**config.mk**
```make
export PLATFORM = sky130hd
export DESIGN_NAME = wdls_top
export DESIGN_NICKNAME = d
export VERILOG_FILES = /design/src/logic/wdls_pkg.sv /design/src/logic/wdls_top.sv
export SDC_FILE = /design/constraint.sdc
export NUM_CORES = 1
export LEC_CHECK = 0
export BUFFER_PORTS_ARGS = -buffer_cell sky130_fd_sc_hd__buf_2
export CAP_MARGIN = 5
export CORE_AREA = 4 4 105 107
export DETAILED_ROUTE_END_ITERATION = 16
export DIE_AREA = 0 0 109 111
export GPL_TIMING_DRIVEN = 0
export PLACE_DENSITY = 0.64
export REMOVE_ABC_BUFFERS = 1
export SYNTH_ARGS = -nofsm -noshare
export SYNTH_HDL_FRONTEND = slang
export SYNTH_SLANG_ARGS = --single-unit
```
**constraint.sdc**
```tcl
create_clock -name ref_clk_in -period 5.1 [get_ports ref_clk_in]
set_input_delay 1.02 -clock ref_clk_in [delete_from_list [all_inputs] [get_ports ref_clk_in]]
set_output_delay 1.02 -clock ref_clk_in [all_outputs]
set_load 0.05 [all_outputs]
```
**src/logic/wdls_pkg.sv**
```systemverilog
// Package for the watchdog configuration lock and crossing status block.
// Assumes a 100 MHz system clock and a watchdog tick derived from it.
package wdls_pkg;
    // Register indices; the byte address is four times the index.
    localparam logic [7:0] IDX_CTRL = 8'h00;
    localparam logic [7:0] IDX_STAT = 8'h01;
    localparam logic [7:0] IDX_KEY = 8'h02;
    localparam logic [11:0] ADDR_CTRL = 12'({IDX_CTRL, 2'b00});
    localparam logic [11:0] ADDR_STAT = 12'({IDX_STAT, 2'b00});
    localparam logic [11:0] ADDR_KEY = 12'({IDX_KEY, 2'b00});
    // Field positions.
    localparam int LOCK_BIT = 7;
    localparam int BUSY_BIT = 0;
    localparam int PER_LSB = 0;
    localparam int PER_W = 4;
    // Reset values.
    localparam logic [7:0] CTRL_RST = 8'h00;
    localparam logic [31:0] RD_ZERO = 32'h0000_0000;
    // Unlock key and the number of bus accesses the unlock stays open.
    localparam logic [7:0] UNLOCK_KEY = 8'hd8;
    localparam logic [2:0] UNLOCK_SPAN = 3'h4;
    // Watchdog ticks needed to cross a value or a refresh.
    localparam logic [1:0] SYNC_TICKS = 2'h3;
    // Timeout decode: code 1 is 8 watchdog cycles, each code up to 11 doubles it.
    localparam logic [3:0] PER_OFF = 4'h0;
    localparam logic [3:0] PER_MAX = 4'hb;
    localparam logic [13:0] TO_BASE = 14'h0008;
    localparam logic [13:0] TO_NONE = 14'h0000;
    // Clock rates in hertz and the divider between them.
    localparam int SYS_CLK_HZ = 100_000_000;
    localparam int WDT_CLK_HZ = 1_000;
    localparam int WDT_DIV_DEF = SYS_CLK_HZ / WDT_CLK_HZ;
endpackage

```
**src/logic/wdls_top.sv**
```systemverilog
// Watchdog configuration lock, protected write and crossing status, with APB access.
// Assumes an APB master on ref_clk_in and a refresh request pulse from the core.
`timescale 1ns/10ps
`default_nettype none
module wdls_top #(
    parameter int WDT_DIV = wdls_pkg::WDT_DIV_DEF
) (
    // Clock and reset.
    input wire logic ref_clk_in,
    input wire logic rst_in,
    // APB slave.
    input wire logic psel_in,
    input wire logic penable_in,
    input wire logic pwrite_in,
    input wire logic [11:0] paddr_in,
    input wire logic [31:0] pwdata_in,
    output logic [31:0] prdata_out,
    output logic pready_out,
    output logic pslverr_out,
    // Boot configuration and debug.
    input wire logic boot_load_in,
    input wire logic [7:0] boot_cfg_in,
    input wire logic debug_in,
    // Refresh request from the core.
    input wire logic refresh_in,
    // Watchdog-side results.
    output logic [7:0] ctrl_active_out,
    output logic wdt_enable_out,
    output logic [13:0] timeout_cycles_out,
    output logic refresh_sync_out,
    output logic lock_out,
    output logic busy_out
);
    logic [16:0] div_cnt_r, div_cnt_nxt;
    logic tick_r, tick_nxt;
    logic [31:0] prdata_r, prdata_nxt;
    logic pready_r, pready_nxt, pslverr_r, pslverr_nxt;
    logic [7:0] ctrl_r, ctrl_nxt, act_r, act_nxt;
    logic lock_r, lock_nxt, busy_r, busy_nxt;
    logic [1:0] sync_cnt_r, sync_cnt_nxt;
    logic [2:0] unl_cnt_r, unl_cnt_nxt;
    logic ref_pend_r, ref_pend_nxt, ref_out_r, ref_out_nxt;
    logic [1:0] ref_cnt_r, ref_cnt_nxt;
    logic en_r, en_nxt;
    logic [13:0] tmo_r, tmo_nxt;
    logic acc, wr_ctrl, wr_stat, wr_key, unlocked, ctrl_take;

    // Bus access decode; an access completes in the cycle pready is high.
    assign acc = psel_in & penable_in & pready_r;
    assign wr_ctrl = acc & pwrite_in & (paddr_in == wdls_pkg::ADDR_CTRL);
    assign wr_stat = acc & pwrite_in & (paddr_in == wdls_pkg::ADDR_STAT);
    assign wr_key = acc & pwrite_in & (paddr_in == wdls_pkg::ADDR_KEY);
    assign unlocked = (unl_cnt_r != 3'h0);
    assign ctrl_take = wr_ctrl & unlocked & ~lock_r & ~busy_r;

    // Divider that makes the one-cycle watchdog tick.
    always_comb begin
        div_cnt_nxt = div_cnt_r + 17'h00001;
        tick_nxt = 1'b0;
        if (div_cnt_r == 17'(WDT_DIV - 1)) begin
            div_cnt_nxt = 17'h00000;
            tick_nxt = 1'b1;
        end
    end

    always_ff @(posedge ref_clk_in or posedge rst_in) begin
        if (rst_in) begin
            div_cnt_r <= 17'h00000;
            tick_r <= 1'b0;
        end else begin
            div_cnt_r <= div_cnt_nxt;
            tick_r <= tick_nxt;
        end
    end

    // APB answer: no wait state, read data and error prepared in setup.
    always_comb begin
        pready_nxt = psel_in & ~penable_in;
        pslverr_nxt = 1'b0;
        prdata_nxt = wdls_pkg::RD_ZERO;
        if (psel_in & ~penable_in) begin
            unique case (paddr_in)
                wdls_pkg::ADDR_CTRL: prdata_nxt[7:0] = ctrl_r;
                wdls_pkg::ADDR_STAT: begin
                    prdata_nxt[wdls_pkg::LOCK_BIT] = lock_r;
                    prdata_nxt[wdls_pkg::BUSY_BIT] = busy_r;
                end
                wdls_pkg::ADDR_KEY: prdata_nxt = wdls_pkg::RD_ZERO;
                default: pslverr_nxt = 1'b1;
            endcase
        end
    end

    always_ff @(posedge ref_clk_in or posedge rst_in) begin
        if (rst_in) begin
            pready_r <= 1'b0;
            pslverr_r <= 1'b0;
            prdata_r <= wdls_pkg::RD_ZERO;
        end else begin
            pready_r <= pready_nxt;
            pslverr_r <= pslverr_nxt;
            prdata_r <= prdata_nxt;
        end
    end

    // Unlock window: the key opens it, each later access uses one slot.
    always_comb begin
        unl_cnt_nxt = unl_cnt_r;
        if (wr_key && pwdata_in[7:0] == wdls_pkg::UNLOCK_KEY) begin
            unl_cnt_nxt = wdls_pkg::UNLOCK_SPAN;
        end else if (acc && unlocked) begin
            unl_cnt_nxt = unl_cnt_r - 3'h1;
        end
    end

    always_ff @(posedge ref_clk_in or posedge rst_in) begin
        if (rst_in) begin
            unl_cnt_r <= 3'h0;
        end else begin
            unl_cnt_r <= unl_cnt_nxt;
        end
    end

    // Control staging, lock bit and crossing into the watchdog tick domain.
    always_comb begin
        ctrl_nxt = ctrl_r;
        act_nxt = act_r;
        lock_nxt = lock_r;
        busy_nxt = busy_r;
        sync_cnt_nxt = sync_cnt_r;
        if (busy_r && tick_r) begin
            sync_cnt_nxt = sync_cnt_r + 2'h1;
            if (sync_cnt_r == wdls_pkg::SYNC_TICKS - 2'h1) begin
                act_nxt = ctrl_r;
                busy_nxt = 1'b0;
            end
        end
        if (boot_load_in) begin
            ctrl_nxt = boot_cfg_in;
            busy_nxt = 1'b1;
            sync_cnt_nxt = 2'h0;
            if (boot_cfg_in[wdls_pkg::PER_LSB +: wdls_pkg::PER_W] != wdls_pkg::PER_OFF) begin
                lock_nxt = 1'b1;
            end
        end else if (ctrl_take) begin
            ctrl_nxt = pwdata_in[7:0];
            busy_nxt = 1'b1;
            sync_cnt_nxt = 2'h0;
        end else if (wr_stat && unlocked) begin
            // The busy bit is read only, so only the lock bit reacts here.
            if (pwdata_in[wdls_pkg::LOCK_BIT]) begin
                lock_nxt = 1'b1;
            end else if (debug_in) begin
                lock_nxt = 1'b0;
            end
        end
    end

    always_ff @(posedge ref_clk_in or posedge rst_in) begin
        if (rst_in) begin
            ctrl_r <= wdls_pkg::CTRL_RST;
            act_r <= wdls_pkg::CTRL_RST;
            lock_r <= 1'b0;
            busy_r <= 1'b0;
            sync_cnt_r <= 2'h0;
        end else begin
            ctrl_r <= ctrl_nxt;
            act_r <= act_nxt;
            lock_r <= lock_nxt;
            busy_r <= busy_nxt;
            sync_cnt_r <= sync_cnt_nxt;
        end
    end

    // Timeout decode of the active period field and the enable.
    always_comb begin
        logic [3:0] per;
        per = act_nxt[wdls_pkg::PER_LSB +: wdls_pkg::PER_W];
        en_nxt = (per != wdls_pkg::PER_OFF);
        tmo_nxt = wdls_pkg::TO_NONE;
        if (per != wdls_pkg::PER_OFF && per <= wdls_pkg::PER_MAX) begin
            tmo_nxt = wdls_pkg::TO_BASE << (per - 4'h1);
        end
    end

    always_ff @(posedge ref_clk_in or posedge rst_in) begin
        if (rst_in) begin
            en_r <= 1'b0;
            tmo_r <= wdls_pkg::TO_NONE;
        end else begin
            en_r <= en_nxt;
            tmo_r <= tmo_nxt;
        end
    end

    // Refresh crossing; a request while one is pending is dropped.
    always_comb begin
        ref_pend_nxt = ref_pend_r;
        ref_cnt_nxt = ref_cnt_r;
        ref_out_nxt = 1'b0;
        if (ref_pend_r) begin
            if (tick_r) begin
                ref_cnt_nxt = ref_cnt_r + 2'h1;
                if (ref_cnt_r == wdls_pkg::SYNC_TICKS - 2'h1) begin
                    ref_pend_nxt = 1'b0;
                    ref_out_nxt = 1'b1;
                end
            end
        end else if (refresh_in) begin
            ref_pend_nxt = 1'b1;
            ref_cnt_nxt = 2'h0;
        end
    end

    always_ff @(posedge ref_clk_in or posedge rst_in) begin
        if (rst_in) begin
            ref_pend_r <= 1'b0;
            ref_cnt_r <= 2'h0;
            ref_out_r <= 1'b0;
        end else begin
            ref_pend_r <= ref_pend_nxt;
            ref_cnt_r <= ref_cnt_nxt;
            ref_out_r <= ref_out_nxt;
        end
    end

    // Outputs straight from flip-flops.
    assign prdata_out = prdata_r;
    assign pready_out = pready_r;
    assign pslverr_out = pslverr_r;
    assign ctrl_active_out = act_r;
    assign wdt_enable_out = en_r;
    assign timeout_cycles_out = tmo_r;
    assign refresh_sync_out = ref_out_r;
    assign lock_out = lock_r;
    assign busy_out = busy_r;
endmodule
`default_nettype wire

```
==> results of run 1 <==
[Yosys cell counts (2+ instances only)]
cell type / number
dfrtp_1: 67
nor2_1: 30
buf_4: 28
inv_1: 18
o21ai_0: 13
nand2_1: 12
a21oi_1: 11
nor2b_1: 10
a41oi_1: 9
nand4_1: 9
and2_1: 8
clkbuf_1: 8
mux2_2: 8
nor4_1: 8
xnor2_1: 8
a31oi_1: 7
xor2_1: 6
ha_1: 5
nor3_1: 5
nor3b_1: 5
buf_2: 4
nand3_1: 4
and3_1: 3
and4_1: 3
o31ai_1: 3
a211o_1: 2
mux2i_1: 2
nor4b_1: 2
or3_1: 2
[power groups by stage]
stage / clock network, µW / registers (µW) / logic, µW
after floorplan: 0 / 558 / 70.4
after global placement: 0 / 558 / 99.3
after detailed placement: 0 / 559 / 102
after CTS: 508 / 548 / 103
after global routing: 536 / 550 / 112
final: 492 / 548 / 102
[stage by stage]
stage	hold WS [ns]	cell area [µm²]	cells
after floorplan	0.4245	3080	301
after global placement	0.4363	3591	505
after detailed placement	0.4491	3611	506
after CTS	0.4582	3834	522
after global routing	0.4757	3834	522
final	0.4596	3834	522
[cells by family (layout without fill, tap and decap cells)]
kind of cell / count (synthesis) / count (layout) / synth area share
DFF: 67 / 67 / 0.5170
muxes: 10 / 10 / 0.03395
xor gates and xnor gates: 14 / 14 / 0.03781
and+or+nand+nor: 110 / 110 / 0.1898
other: 1 / 27 / 0.001156
buffers and inverters: 58 / 103 / 0.1011
adders and majority gates: 5 / 5 / 0.01929
AOI/OAI and AO/OA: 50 / 50 / 0.09992
[layer usage]
layer,wire length [µm],GRT usage,vias to the layer above,part of all wire
met3,483,0.04368,8,0.067
li1,-,-,1183,-
met4,74,0.03283,0,0.010
met1,3299,0.1631,1180,0.46
met5,0,0,-,0
met2,3315,0.1892,73,0.46
[final cells by class]
type                            count  area share
Multi-Input combinational cell    216      0.3486
Clock buffer                        9     0.03231
Sequential cell                    67      0.4373
Timing Repair Buffer               69     0.09399
Tap cell                          136     0.04439
Inverter                           18     0.01762
Clock inverter                      7     0.02578
[worst min path at each step]
| stage | from | to | cells after the start |
|---|---|---|---|
| floorplan | div_cnt_r[0] | div_cnt_r[0] | 1 |
| global placement | div_cnt_r[0] | div_cnt_r[0] | 1 |
| detailed placement | div_cnt_r[0] | div_cnt_r[0] | 1 |
| CTS | div_cnt_r[0] | div_cnt_r[0] | 1 |
| global route | div_cnt_r[0] | div_cnt_r[0] | 1 |
| finish | div_cnt_r[0] | div_cnt_r[0] | 1 |
[flip-flops by register name, summed over array words and instances (netlist names)]
| register | count |
|---|---|
| div_cnt_r | 17 |
| timeout_cycles_out | 11 |
| ctrl_active_out | 8 |
| ctrl_r | 8 |
| prdata_out | 8 |
| unl_cnt_r | 3 |
| ref_cnt_r | 2 |
| sync_cnt_r | 2 |
| busy_out | 1 |
| lock_out | 1 |
| pready_out | 1 |
| pslverr_out | 1 |
| ref_pend_r | 1 |
| refresh_sync_out | 1 |
| tick_r | 1 |
| wdt_enable_out | 1 |
[layout by cell type (no fill, tap or decap), types with 3 or more instances in the layout]
cell      instances
a21oi_1          11
a41oi_1           9
o21ai_0          13
ha_1              5
nor2b_1          10
dfrtp_1          67
nor3b_1           5
xor2_1            6
and3_1            3
buf_2            68
nand3_1           4
nand4_1           9
nand2_1          12
conb_1           27
nor2_1           30
nor4_1            8
a31oi_1           7
and2_1            8
nor3_1            5
and4_1            3
o31ai_1           3
clkbuf_8          9
mux2_2            8
xnor2_1           8
inv_1            17
==> results by group, run 1 <==
Clock network
  – Root Driver: clkbuf_8
  – CTS clock-pin slew for the worst setup and hold paths: 0.07 ns
  – Post-CTS Setup Inserts: 0
  – Hold-fix buffers, CTS: 0
  – TritonCTS clock tree: done
  – Clock Latency Late Sink: 0.35 ns
  – CTS Buf Count: 9
  – CTS sink count: 67
  – H-Tree Level Count: 3
  – Clk buf depth: 2
  – CTS resizes: 0

Setup path
  – Worst r2r src: sync_cnt_r[0]
  – R2r endpoint: wdt_enable_out
  – Buf/Inv on CP: 1
  – Worst path depth: 5
  – Startpoint types: input port
  – Critical path data arrival time: 3.21 ns
  – Worst Setup EP: prdata_out[4]
  – Setup crit end kind: register
  – Slowest stage delay, CP: 1.05 ns
  – Worst r2r path cells: 6
  – Worst EP required: 5.38 ns
  – Family with the most delay on the worst path: simple AND/OR/NAND/NOR gates
  – Crit-path most repeated cell: nor4_1
  – Crit-path cells: buf_2 -> nor4_1 -> nand4_1 -> nor4_1 -> and2_1
  – WS Path Type: input port to register
  – Critical path peak fanout: 12
  – Worst path slowest cell: nor4_1
  – Critical Path Source: paddr_in[7]
  – FF-to-FF setup slack: 2.86 ns

Detailed routing
  – Routed WL: 7.173 mm
  – Drt pass-1 iters: 4
  – Via/cell ratio: 4.682
  – Detail Route Antenna Nets: 0
  – Remaining DRCs: 0
  – 1st-iter DRT viols: 103
  – Via Count: 2444
  – WL/cell: 13.74 µm

Final layout
  – Multi-input combinational cell area: 1336 µm²
  – Area grow syn2layout: 18.21%
  – Final net count: 446
  – Flip-flop and latch area: 1677 µm²
  – Fill cell count: 1043
  – Ant. Diodes: 0
  – Layout cell share with drive strength beyond 1: 0.2513
  – Layout Utilization: 0.3781

GRT
  – Grt ovf: 0
  – Global-route wire length before repair: 11.78 mm
  – GRT Total Usage: 0.1229
  – Initial antenna violation count: 0
  – Vias in the first global route: 2410
  – Largest net degree at the start of global routing: 35

Synthesis
  – EDFF count, synth: 0
  – Post-synthesis async set-or-reset flop share: 1.000
  – Seq/Total Area, Yosys: 0.5170
  – FF+latch count, synth: 67
  – Post-synth top area share: 0.5170
  – Synth Flop Type: dfrtp_1
  – Synth Instances: 315
  – Yosys top cell by area: dfrtp_1
  – Yosys cell types: 44
  – Syn avg cell area: 10.30 µm²
  – Yosys warnings: 0
  – Synth Cell Area: 3243 µm²
  – Main area contributors after synthesis: dfrtp_1 52%, buf_4 6.5%, nor2_1 3.5%, mux2_2 2.8%, a41oi_1 2.4%

Place
  – I/O Buffers: 68
  – Global placement routability congestion: 0.8331
  – Setup Slack @ Placement: 1.794 ns
  – Post-DP HPWL: 5.419 mm

Timing
  – Final hold viol count: 0
  – Count of final setup violators: 0
  – Final worst slack: 2.168 ns
  – Worst Max-Slew Pin Slew: 1.099 ns
  – Final setup skew: 0.01069 ns
  – Period Utilization, post-route: 0.5750
  – Slew headroom: 0.2604
  – RSZ-0062 raised after global routing: no
  – Total Neg Setup Slack: 0 ns
  – Minimum clock period: 2.932 ns
  – Max Clock Freq: 341.0 MHz
  – Max Transition Viols Final: 0

Die
  – Core Footprint: 10140 µm²
  – Die extent in x: 109 µm
  – Die ar.: 12100 µm²
  – Starting Density: 0.3199
  – Row count: 37
  – Die Ht: 111 µm
  – Ports: 120

Pwr
  – Logic pwr share: 0.090
  – Seq pwr share: 0.480
  – Pwr per Cell Area: 298.2 nW/µm²
  – Power Total: 1143 µW
  – VDD IR max: 0.0001526 V
  – Leakage power: 0.001848 µW
  – Internal power: 841.1 µW
  – NetSw: 302.0 µW
  – Sw frac: 0.2642
  – Clk network pwr share: 0.431

Worst hold path
  – Hold crit path type: register to register

Flow run
  – Max Cap Viol: 0

Run status
  – Status: finished, final reports clean
(Power assumes the default switching activity.)
==> run 2: changes to the inputs <==
--- a/config.mk
+++ b/config.mk
@@ -5,13 +5,14 @@
 export SDC_FILE = /design/constraint.sdc
 export NUM_CORES = 1
 export LEC_CHECK = 0
+export ABC_AREA = 1
 export BUFFER_PORTS_ARGS = -buffer_cell sky130_fd_sc_hd__buf_2
 export CAP_MARGIN = 5
-export CORE_AREA = 4 4 105 107
+export CORE_AREA = 4 4 106 108
 export DETAILED_ROUTE_END_ITERATION = 16
-export DIE_AREA = 0 0 109 111
+export DIE_AREA = 0 0 110 112
 export GPL_TIMING_DRIVEN = 0
-export PLACE_DENSITY = 0.64
+export PLACE_DENSITY = 0.66
 export REMOVE_ABC_BUFFERS = 1
 export SYNTH_ARGS = -nofsm -noshare
 export SYNTH_HDL_FRONTEND = slang
==> constraint.sdc (replaced) <==
create_clock -name ref_clk_in -period 2.36 [get_ports ref_clk_in]
set_input_delay 0.472 -clock ref_clk_in [delete_from_list [all_inputs] [get_ports ref_clk_in]]
set_output_delay 0.472 -clock ref_clk_in [all_outputs]
set_load 0.05 [all_outputs]
==> results by group, run 2 <==
Synthesis
  – Yosys warnings: 0 (unchanged)
  – Yosys top cell by area: dfrtp_1
  – Synth Cell Area: 3359 µm² (+3.6%)
  – Synth Instances: 389 (+23%)
  – FF+latch count, synth: 67 (unchanged)
  – Syn avg cell area: 8.636 µm² (-16%)
  – Post-synth top area share: 0.4991 (-0.01791)
  – Seq/Total Area, Yosys: 0.4991 (-0.01791)
  – EDFF count, synth: 0 (unchanged)
  – Top-count cell post-synth: nand2_1
  – Synth Flop Type: dfrtp_1
  – Yosys cell types: 32 (-27%)
  – Commonest cells in the netlist: 91 x nand2_1, 67 x dfrtp_1, 48 x nor2_1
  – Main area contributors after synthesis: dfrtp_1 50%, nand2_1 10%, buf_4 6.0%, nor2_1 5.4%, inv_1 4.4%
  – Post-synthesis async set-or-reset flop share: 1.000 (unchanged)

Timing
  – Count of final setup violators: 0 (unchanged)
  – Final hold viol count: 0 (unchanged)
  – Max Transition Viols Final: 0 (unchanged)
  – RSZ-0062 raised after global routing: no
  – Max Clock Freq: 567.3 MHz
  – Final worst slack: 0.5972 ns (-1.570 ns)
  – Worst Max-Slew Pin Slew: 0.5712 ns (-0.5280 ns)
  – Min Hold Slack: 0.1690 ns (-0.2906 ns)
  – Total Neg Setup Slack: 0 ns (unchanged)
  – Slew headroom: 0.6168 (+0.3564)
  – Minimum clock period: 1.763 ns
  – Period Utilization, post-route: 0.7470
  – Final setup skew: 0.003473 ns (-0.007217 ns)

Run status
  – Status: finished, final reports clean

Place
  – Global placement routability congestion: 0.8100 (-2.8%)
  – I/O Buffers: 68 (unchanged)
  – Post-DP HPWL: 5.465 mm (+0.85%)
  – Setup Slack @ Placement: 0.5201 ns (-1.274 ns)

Final layout
  – Layout Utilization: 0.3860 (+0.007829)
  – Area grow syn2layout: 17.54%
  – Ant. Diodes: 0 (unchanged)
  – Biggest register: div_cnt_r
  – Layout cell share with drive strength beyond 1: 0.2468 (-0.004487)
  – Final net count: 530 (+19%)
  – Most frequent cells in the layout: 91 x nand2_1, 68 x buf_2, 67 x dfrtp_1
  – Commonest non-fill, non-tap cell in the layout: nand2_1
  – Number of flip-flops in the largest register: 17 (unchanged)

Die
  – Die ar.: 12320 µm² (+1.8%)
  – Die extent in x: 110 µm (+0.92%)
  – Core Footprint: 10230 µm² (+0.91%)
  – Row count: 37 (unchanged)
  – Starting Density: 0.3284 (+0.008479)
  – Ports: 120 (unchanged)
  – Die Ht: 112 µm (+0.90%)

Pwr
  – Internal power: 1778 µW (+110%)
  – Clk network pwr share: 0.380 (-0.051)
  – Pwr per Cell Area: 632.5 nW/µm² (+110%)
  – Leakage power: 0.002152 µW (+16%)
  – NetSw: 719.3 µW (+140%)
  – Sw frac: 0.2880 (+0.02379)
  – Logic pwr share: 0.130 (+0.040)
  – VDD IR max: 0.0002443 V (+60%)
  – Power Total: 2498 µW (+120%)
  – Seq pwr share: 0.490 (+0.010)

Detailed routing
  – 1st-iter DRT viols: 186 (+81%)
  – Via Count: 2681 (+9.7%)
  – WL/cell: 11.59 µm (-16%)
  – Via/cell ratio: 4.424 (-5.5%)
  – Drt pass-1 iters: 4 (unchanged)
  – Detail Route Antenna Nets: 0 (unchanged)
  – Remaining DRCs: 0 (unchanged)
  – Routed WL: 7.021 mm (-2.1%)

GRT
  – Largest net degree at the start of global routing: 44 (+26%)
  – Vias in the first global route: 2601 (+7.9%)
  – GRT Total Usage: 0.1152 (-0.007694)
  – Initial antenna violation count: 0 (unchanged)
  – Grt ovf: 0 (unchanged)
  – Global-route wire length before repair: 11.40 mm (-3.2%)

Setup path
  – FF-to-FF setup slack: 0.60 ns (-2.26 ns)
  – Worst EP required: 2.64 ns (-2.74 ns)
  – Startpoint types: register
  – Critical path peak fanout: 10 (-2)
  – Setup crit end kind: register
  – Critical path data arrival time: 2.04 ns (-1.17 ns)
  – WS Path Type: register to register

Worst hold path
  – Hold crit path type: input port to async pin

Clock network
  – Clk buf depth: 2 (unchanged)
  – Clock Latency Late Sink: 0.34 ns (about the same)
  – Post-CTS Setup Inserts: 0 (unchanged)
  – Hold-fix buffers, CTS: 0 (unchanged)
  – Root Driver: clkbuf_8
  – H-Tree Level Count: 3 (unchanged)
  – CTS Buf Count: 9 (unchanged)
  – CTS resizes: 0 (unchanged)
  – CTS sink count: 67 (unchanged)
  – TritonCTS clock tree: done
  – CTS clock-pin slew for the worst setup and hold paths: 0.08 ns (about the same)

Flow run
  – Max Cap Viol: 0 (unchanged)
-- run 2: cell types whose count changed in the layout (fill, tap and decap cells not counted), sizes merged, moves of 9 or more --
cell,previous run,this run
a41oi,9,0
inv,20,46
nand2,12,94
nand3,4,27
nor2,30,55
nor2b,10,0
-- run 2: cell type report --
class	count	area (µm²)
fillers	1018	6282
inverters	45	168.9
clock buffers	9	123.9
flip-flops and latches	67	1677
repair buffers	69	360.3
well taps	136	170.2
multi-input cells	273	1373
clock inverters	7	76.32
-- run 2: metrics by stage --
step / area (µm²) / cells
2_1_floorplan: 3218 / 385
3_3_place_gp: 3729 / 589
3_5_place_dp: 3749 / 590
4_1_cts: 3949 / 606
5_1_grt: 3949 / 606
6_report: 3949 / 606
-- run 2: power by group through the flow --
stage               registers, µW  clock network, µW  logic [µW]
detailed placement           1250                  0         329
finish                       1220                949         325
global route                 1230               1040         369
floorplan                    1250                  0         233
global placement             1250                  0         311
CTS                          1220                987         330
-- run 2: worst max-delay path, cell delays in order (launching register included) --
cell	delay, ns
dfrtp_1	0.37
inv_1	0.05
ha_1	0.19
ha_1	0.20
nor3_1	0.32
nand4_4	0.24
nand2_4	0.18
nand2_1	0.08
nand2_1	0.07
-- run 2: cell families after synthesis --
group,after synthesis,share of synthesized area
adder cells (fa/ha/maj),5,0.01862
AO/OA/AOI/OAI,20,0.03464
buffers and inverters,75,0.1214
AND/OR/NAND/NOR,207,0.2879
flip-flops,67,0.4991
other,1,0.001116
XOR/XNOR,13,0.03389
multiplexers,1,0.003352
-- run 2: path summary, 6_finish.rpt --
| check | depth (start not counted) | startpoint | endpoint |
|---|---|---|---|
| max | 8 | unl_cnt_r[0] | ctrl_r[5] |
| min | 2 | rst_in | timeout_cycles_out[13] |
| max reg2reg | 8 | unl_cnt_r[0] | ctrl_r[5] |
| min reg2reg | 2 | ctrl_active_out[7] | ctrl_active_out[7] |
| max in group asynchronous | 3 | rst_in | pready_out |
| min in group ref_clk_in | 4 | debug_in | lock_out |
-- run 2: per-layer routing --
layer  track usage  part of all wire  routed length, µm  vias to the layer above
met3       0.03304             0.086                606                       18
met4       0.04988             0.022                157                        0
met2        0.1946              0.47               3301                      105
met1        0.1341              0.42               2956                     1231
met5             0                 0                  0                        -
li1              -                 -                  -                     1327
==> run 3: changes to the inputs <==
==> constraint.sdc (replaced) <==
create_clock -name ref_clk_in -period 1.5 [get_ports ref_clk_in]
set_input_delay 0.3 -clock ref_clk_in [delete_from_list [all_inputs] [get_ports ref_clk_in]]
set_output_delay 0.3 -clock ref_clk_in [all_outputs]
set_load 0.05 [all_outputs]
==> results by group, run 3 (synthesis results as in run 2) <==
Run status
  – Status: finished, violations left
  – Violated checks: negative setup slack

Timing
  – Count of final setup violators: 14 (+14)
  – Final worst slack: -0.05128 ns (-0.6485 ns)
  – Min Hold Slack: 0.2010 ns (+0.03202 ns)
  – Total Neg Setup Slack: -0.5323 ns (-0.5323 ns)
  – Final setup skew: 0.005143 ns (+0.001671 ns)
  – Max Transition Viols Final: 0 (unchanged)
  – Worst Max-Slew Pin Slew: 0.6235 ns (+0.05229 ns)
  – Slew headroom: 0.5818 (-0.03507)
  – Period Utilization, post-route: 1.034 (+0.2872)
  – Max Clock Freq: 644.6 MHz (+14%)
  – Final hold viol count: 0 (unchanged)
  – RSZ-0062 raised after global routing: yes
  – Minimum clock period: 1.551 ns (-0.2115 ns)

Detailed routing
  – WL met1: 3.047 mm (+3.1%)
  – Detail Route Antenna Nets: 0 (unchanged)
  – Remaining DRCs: 0 (unchanged)
  – Via/cell ratio: 4.502 (+1.8%)
  – 1st-iter DRT viols: 155 (-17%)
  – Routed WL: 7.602 mm (+8.3%)
  – Met2 wire len: 3.681 mm (+12%)
  – Max layer used: met4
  – Drt pass-1 iters: 4 (unchanged)
  – Via Count: 2787 (+4.0%)
  – WL/cell: 12.28 µm (+6.0%)
  – Metal3 WL: 673 µm (+11%)

GRT
  – Initial antenna violation count: 0 (unchanged)
  – Global-route wire length before repair: 12.10 mm (+6.1%)
  – GRT Total Usage: 0.1229 (+0.007657)
  – Largest net degree at the start of global routing: 44 (unchanged)
  – Grt ovf: 0 (unchanged)
  – Vias in the first global route: 2694 (+3.6%)

Final layout
  – Biggest register: div_cnt_r
  – Multi-input combinational cell area: 1575 µm² (+15%)
  – Layout cell share with drive strength beyond 1: 0.3395 (+0.09274)
  – Commonest non-fill, non-tap cell in the layout: nand2_1
  – Flip-flop and latch area: 1679 µm² (+0.15%)
  – Layout Cells excl Fill: 619 (+2.1%)
  – Number of flip-flops in the largest register: 17 (unchanged)
  – Ant. Diodes: 0 (unchanged)
  – Area grow syn2layout: 26.56%
  – Most frequent cells in the layout: 78 x nand2_1, 67 x buf_2, 65 x dfrtp_1
  – Fill cell count: 985 (-3.2%)
  – Final net count: 543 (+2.5%)

Die
  – Row count: 37 (unchanged)
  – Die Ht: 112 µm (unchanged)
  – Starting Density: 0.3284 (unchanged)
  – Ports: 120 (unchanged)
  – Die extent in x: 110 µm (unchanged)
  – Core Footprint: 10230 µm² (unchanged)
  – Die ar.: 12320 µm² (unchanged)

Setup path
  – Setup crit end kind: register
  – Critical path data arrival time: 1.83 ns (-0.21 ns)
  – Startpoint types: register
  – Critical path peak fanout: 6 (-4)
  – Worst EP required: 1.78 ns (-0.86 ns)
  – WS Path Type: register to register

Clock network
  – CTS clock-pin slew for the worst setup and hold paths: 0.08 ns (about the same)
  – Clock Latency Late Sink: 0.34 ns (about the same)
  – Clk buf depth: 2 (unchanged)
  – Root Driver: clkbuf_8
  – H-Tree Level Count: 3 (unchanged)
  – TritonCTS clock tree: done
  – CTS Buf Count: 9 (unchanged)
  – CTS sink count: 67 (unchanged)

Worst hold path
  – Hold crit path type: input port to register

Place
  – Placed insts: 590 (unchanged)
  – Global placement routability congestion: 0.8100 (unchanged)
  – I/O Buffers: 68 (unchanged)
  – Post-DP HPWL: 5.465 mm (unchanged)

Pwr
  – Leakage power: 0.002244 µW (+4.3%)
  – Pwr per Cell Area: 966.0 nW/µm² (+53%)
  – VDD IR max: 0.0003898 V (+60%)

Flow run
  – Max Cap Viol: 0 (unchanged)
## run 3: cell count changes in the layout (fill, tap and decap cells not counted), sizes merged
| cell | change |
|---|---|
| buf | +10 |
| dlygate4sd3 | +1 |
| nand2 | +1 |
| nand4 | +1 |
## run 3: what timing repair did
| item | in CTS | in global routing |
|---|---|---|
| hold endpoints to repair | 12 | 0 |
| gates resized for setup | 14 | 43 |
| hold buffers | 1 | 0 |
| setup endpoints to repair | 29 | 36 |
| gates cloned | 2 | 0 |
| buffers inserted | 7 | 3 |
| pin swaps | 4 | 12 |
## run 3: per-stage QoR
| step | instance area, µm² | worst slack, ns | total power (µW) | util |
|---|---|---|---|---|
| after CTS | 4096 | -0.02203 | 4075 | 0.4004 |
| after floorplan | 3218 | -0.4832 | 2336 | - |
| after detailed placement | 3749 | -0.2551 | 2479 | 0.3664 |
| final | 4252 | -0.05128 | 4107 | 0.4156 |
| after global placement | 3729 | -1.223 | 2449 | 0.3644 |
| after global routing | 4252 | -0.1558 | 4312 | 0.4156 |
## run 3: final timing paths
path	slack, ns	from	cells after the start	end
min reg2reg	0.48	ctrl_active_out[7]	2	ctrl_active_out[7]
max reg2reg	-0.05	unl_cnt_r[0]	8	ctrl_r[2]
min	0.20	debug_in	4	lock_out
min in group asynchronous	0.55	rst_in	3	timeout_cycles_out[13]
max in group asynchronous	0.34	rst_in	4	busy_out
max	-0.05	unl_cnt_r[0]	8	ctrl_r[2]
## run 3: area by class of cell
| type | instances | share of cell area |
|---|---|---|
| Inverter | 45 | 0.04032 |
| Clock inverter | 7 | 0.01795 |
| Timing Repair Buffer | 80 | 0.1071 |
| Clock buffer | 9 | 0.02913 |
| Tap cell | 136 | 0.04002 |
| Multi-Input combinational cell | 275 | 0.3705 |
| Sequential cell | 67 | 0.3949 |
## run 3: worst max-delay path, cell delays in order, from the launching register on
cell and delay (ns):
dfrtp_1 0.38, inv_1 0.06, ha_2 0.18, ha_4 0.17, nor3_4 0.20, nand4_4 0.20, nand2_4 0.15, nand2_1 0.08
nand2_1 0.06
## run 3: report_power, final
part / switching (µW) / total, µW / internal (µW)
clock: 735 / 1510 / 778
sequential: 55.0 / 1930 / 1880
combinational: 440 / 661 / 221
total: 1230 / 4110 / 2880
## run 3: per-layer routing
| layer | vias to the layer above | GRT usage |
|---|---|---|
| met5 | - | 0 |
| met4 | 0 | 0.05902 |
| met3 | 20 | 0.03188 |
| met2 | 127 | 0.2075 |
| met1 | 1281 | 0.1426 |
| li1 | 1359 | - |
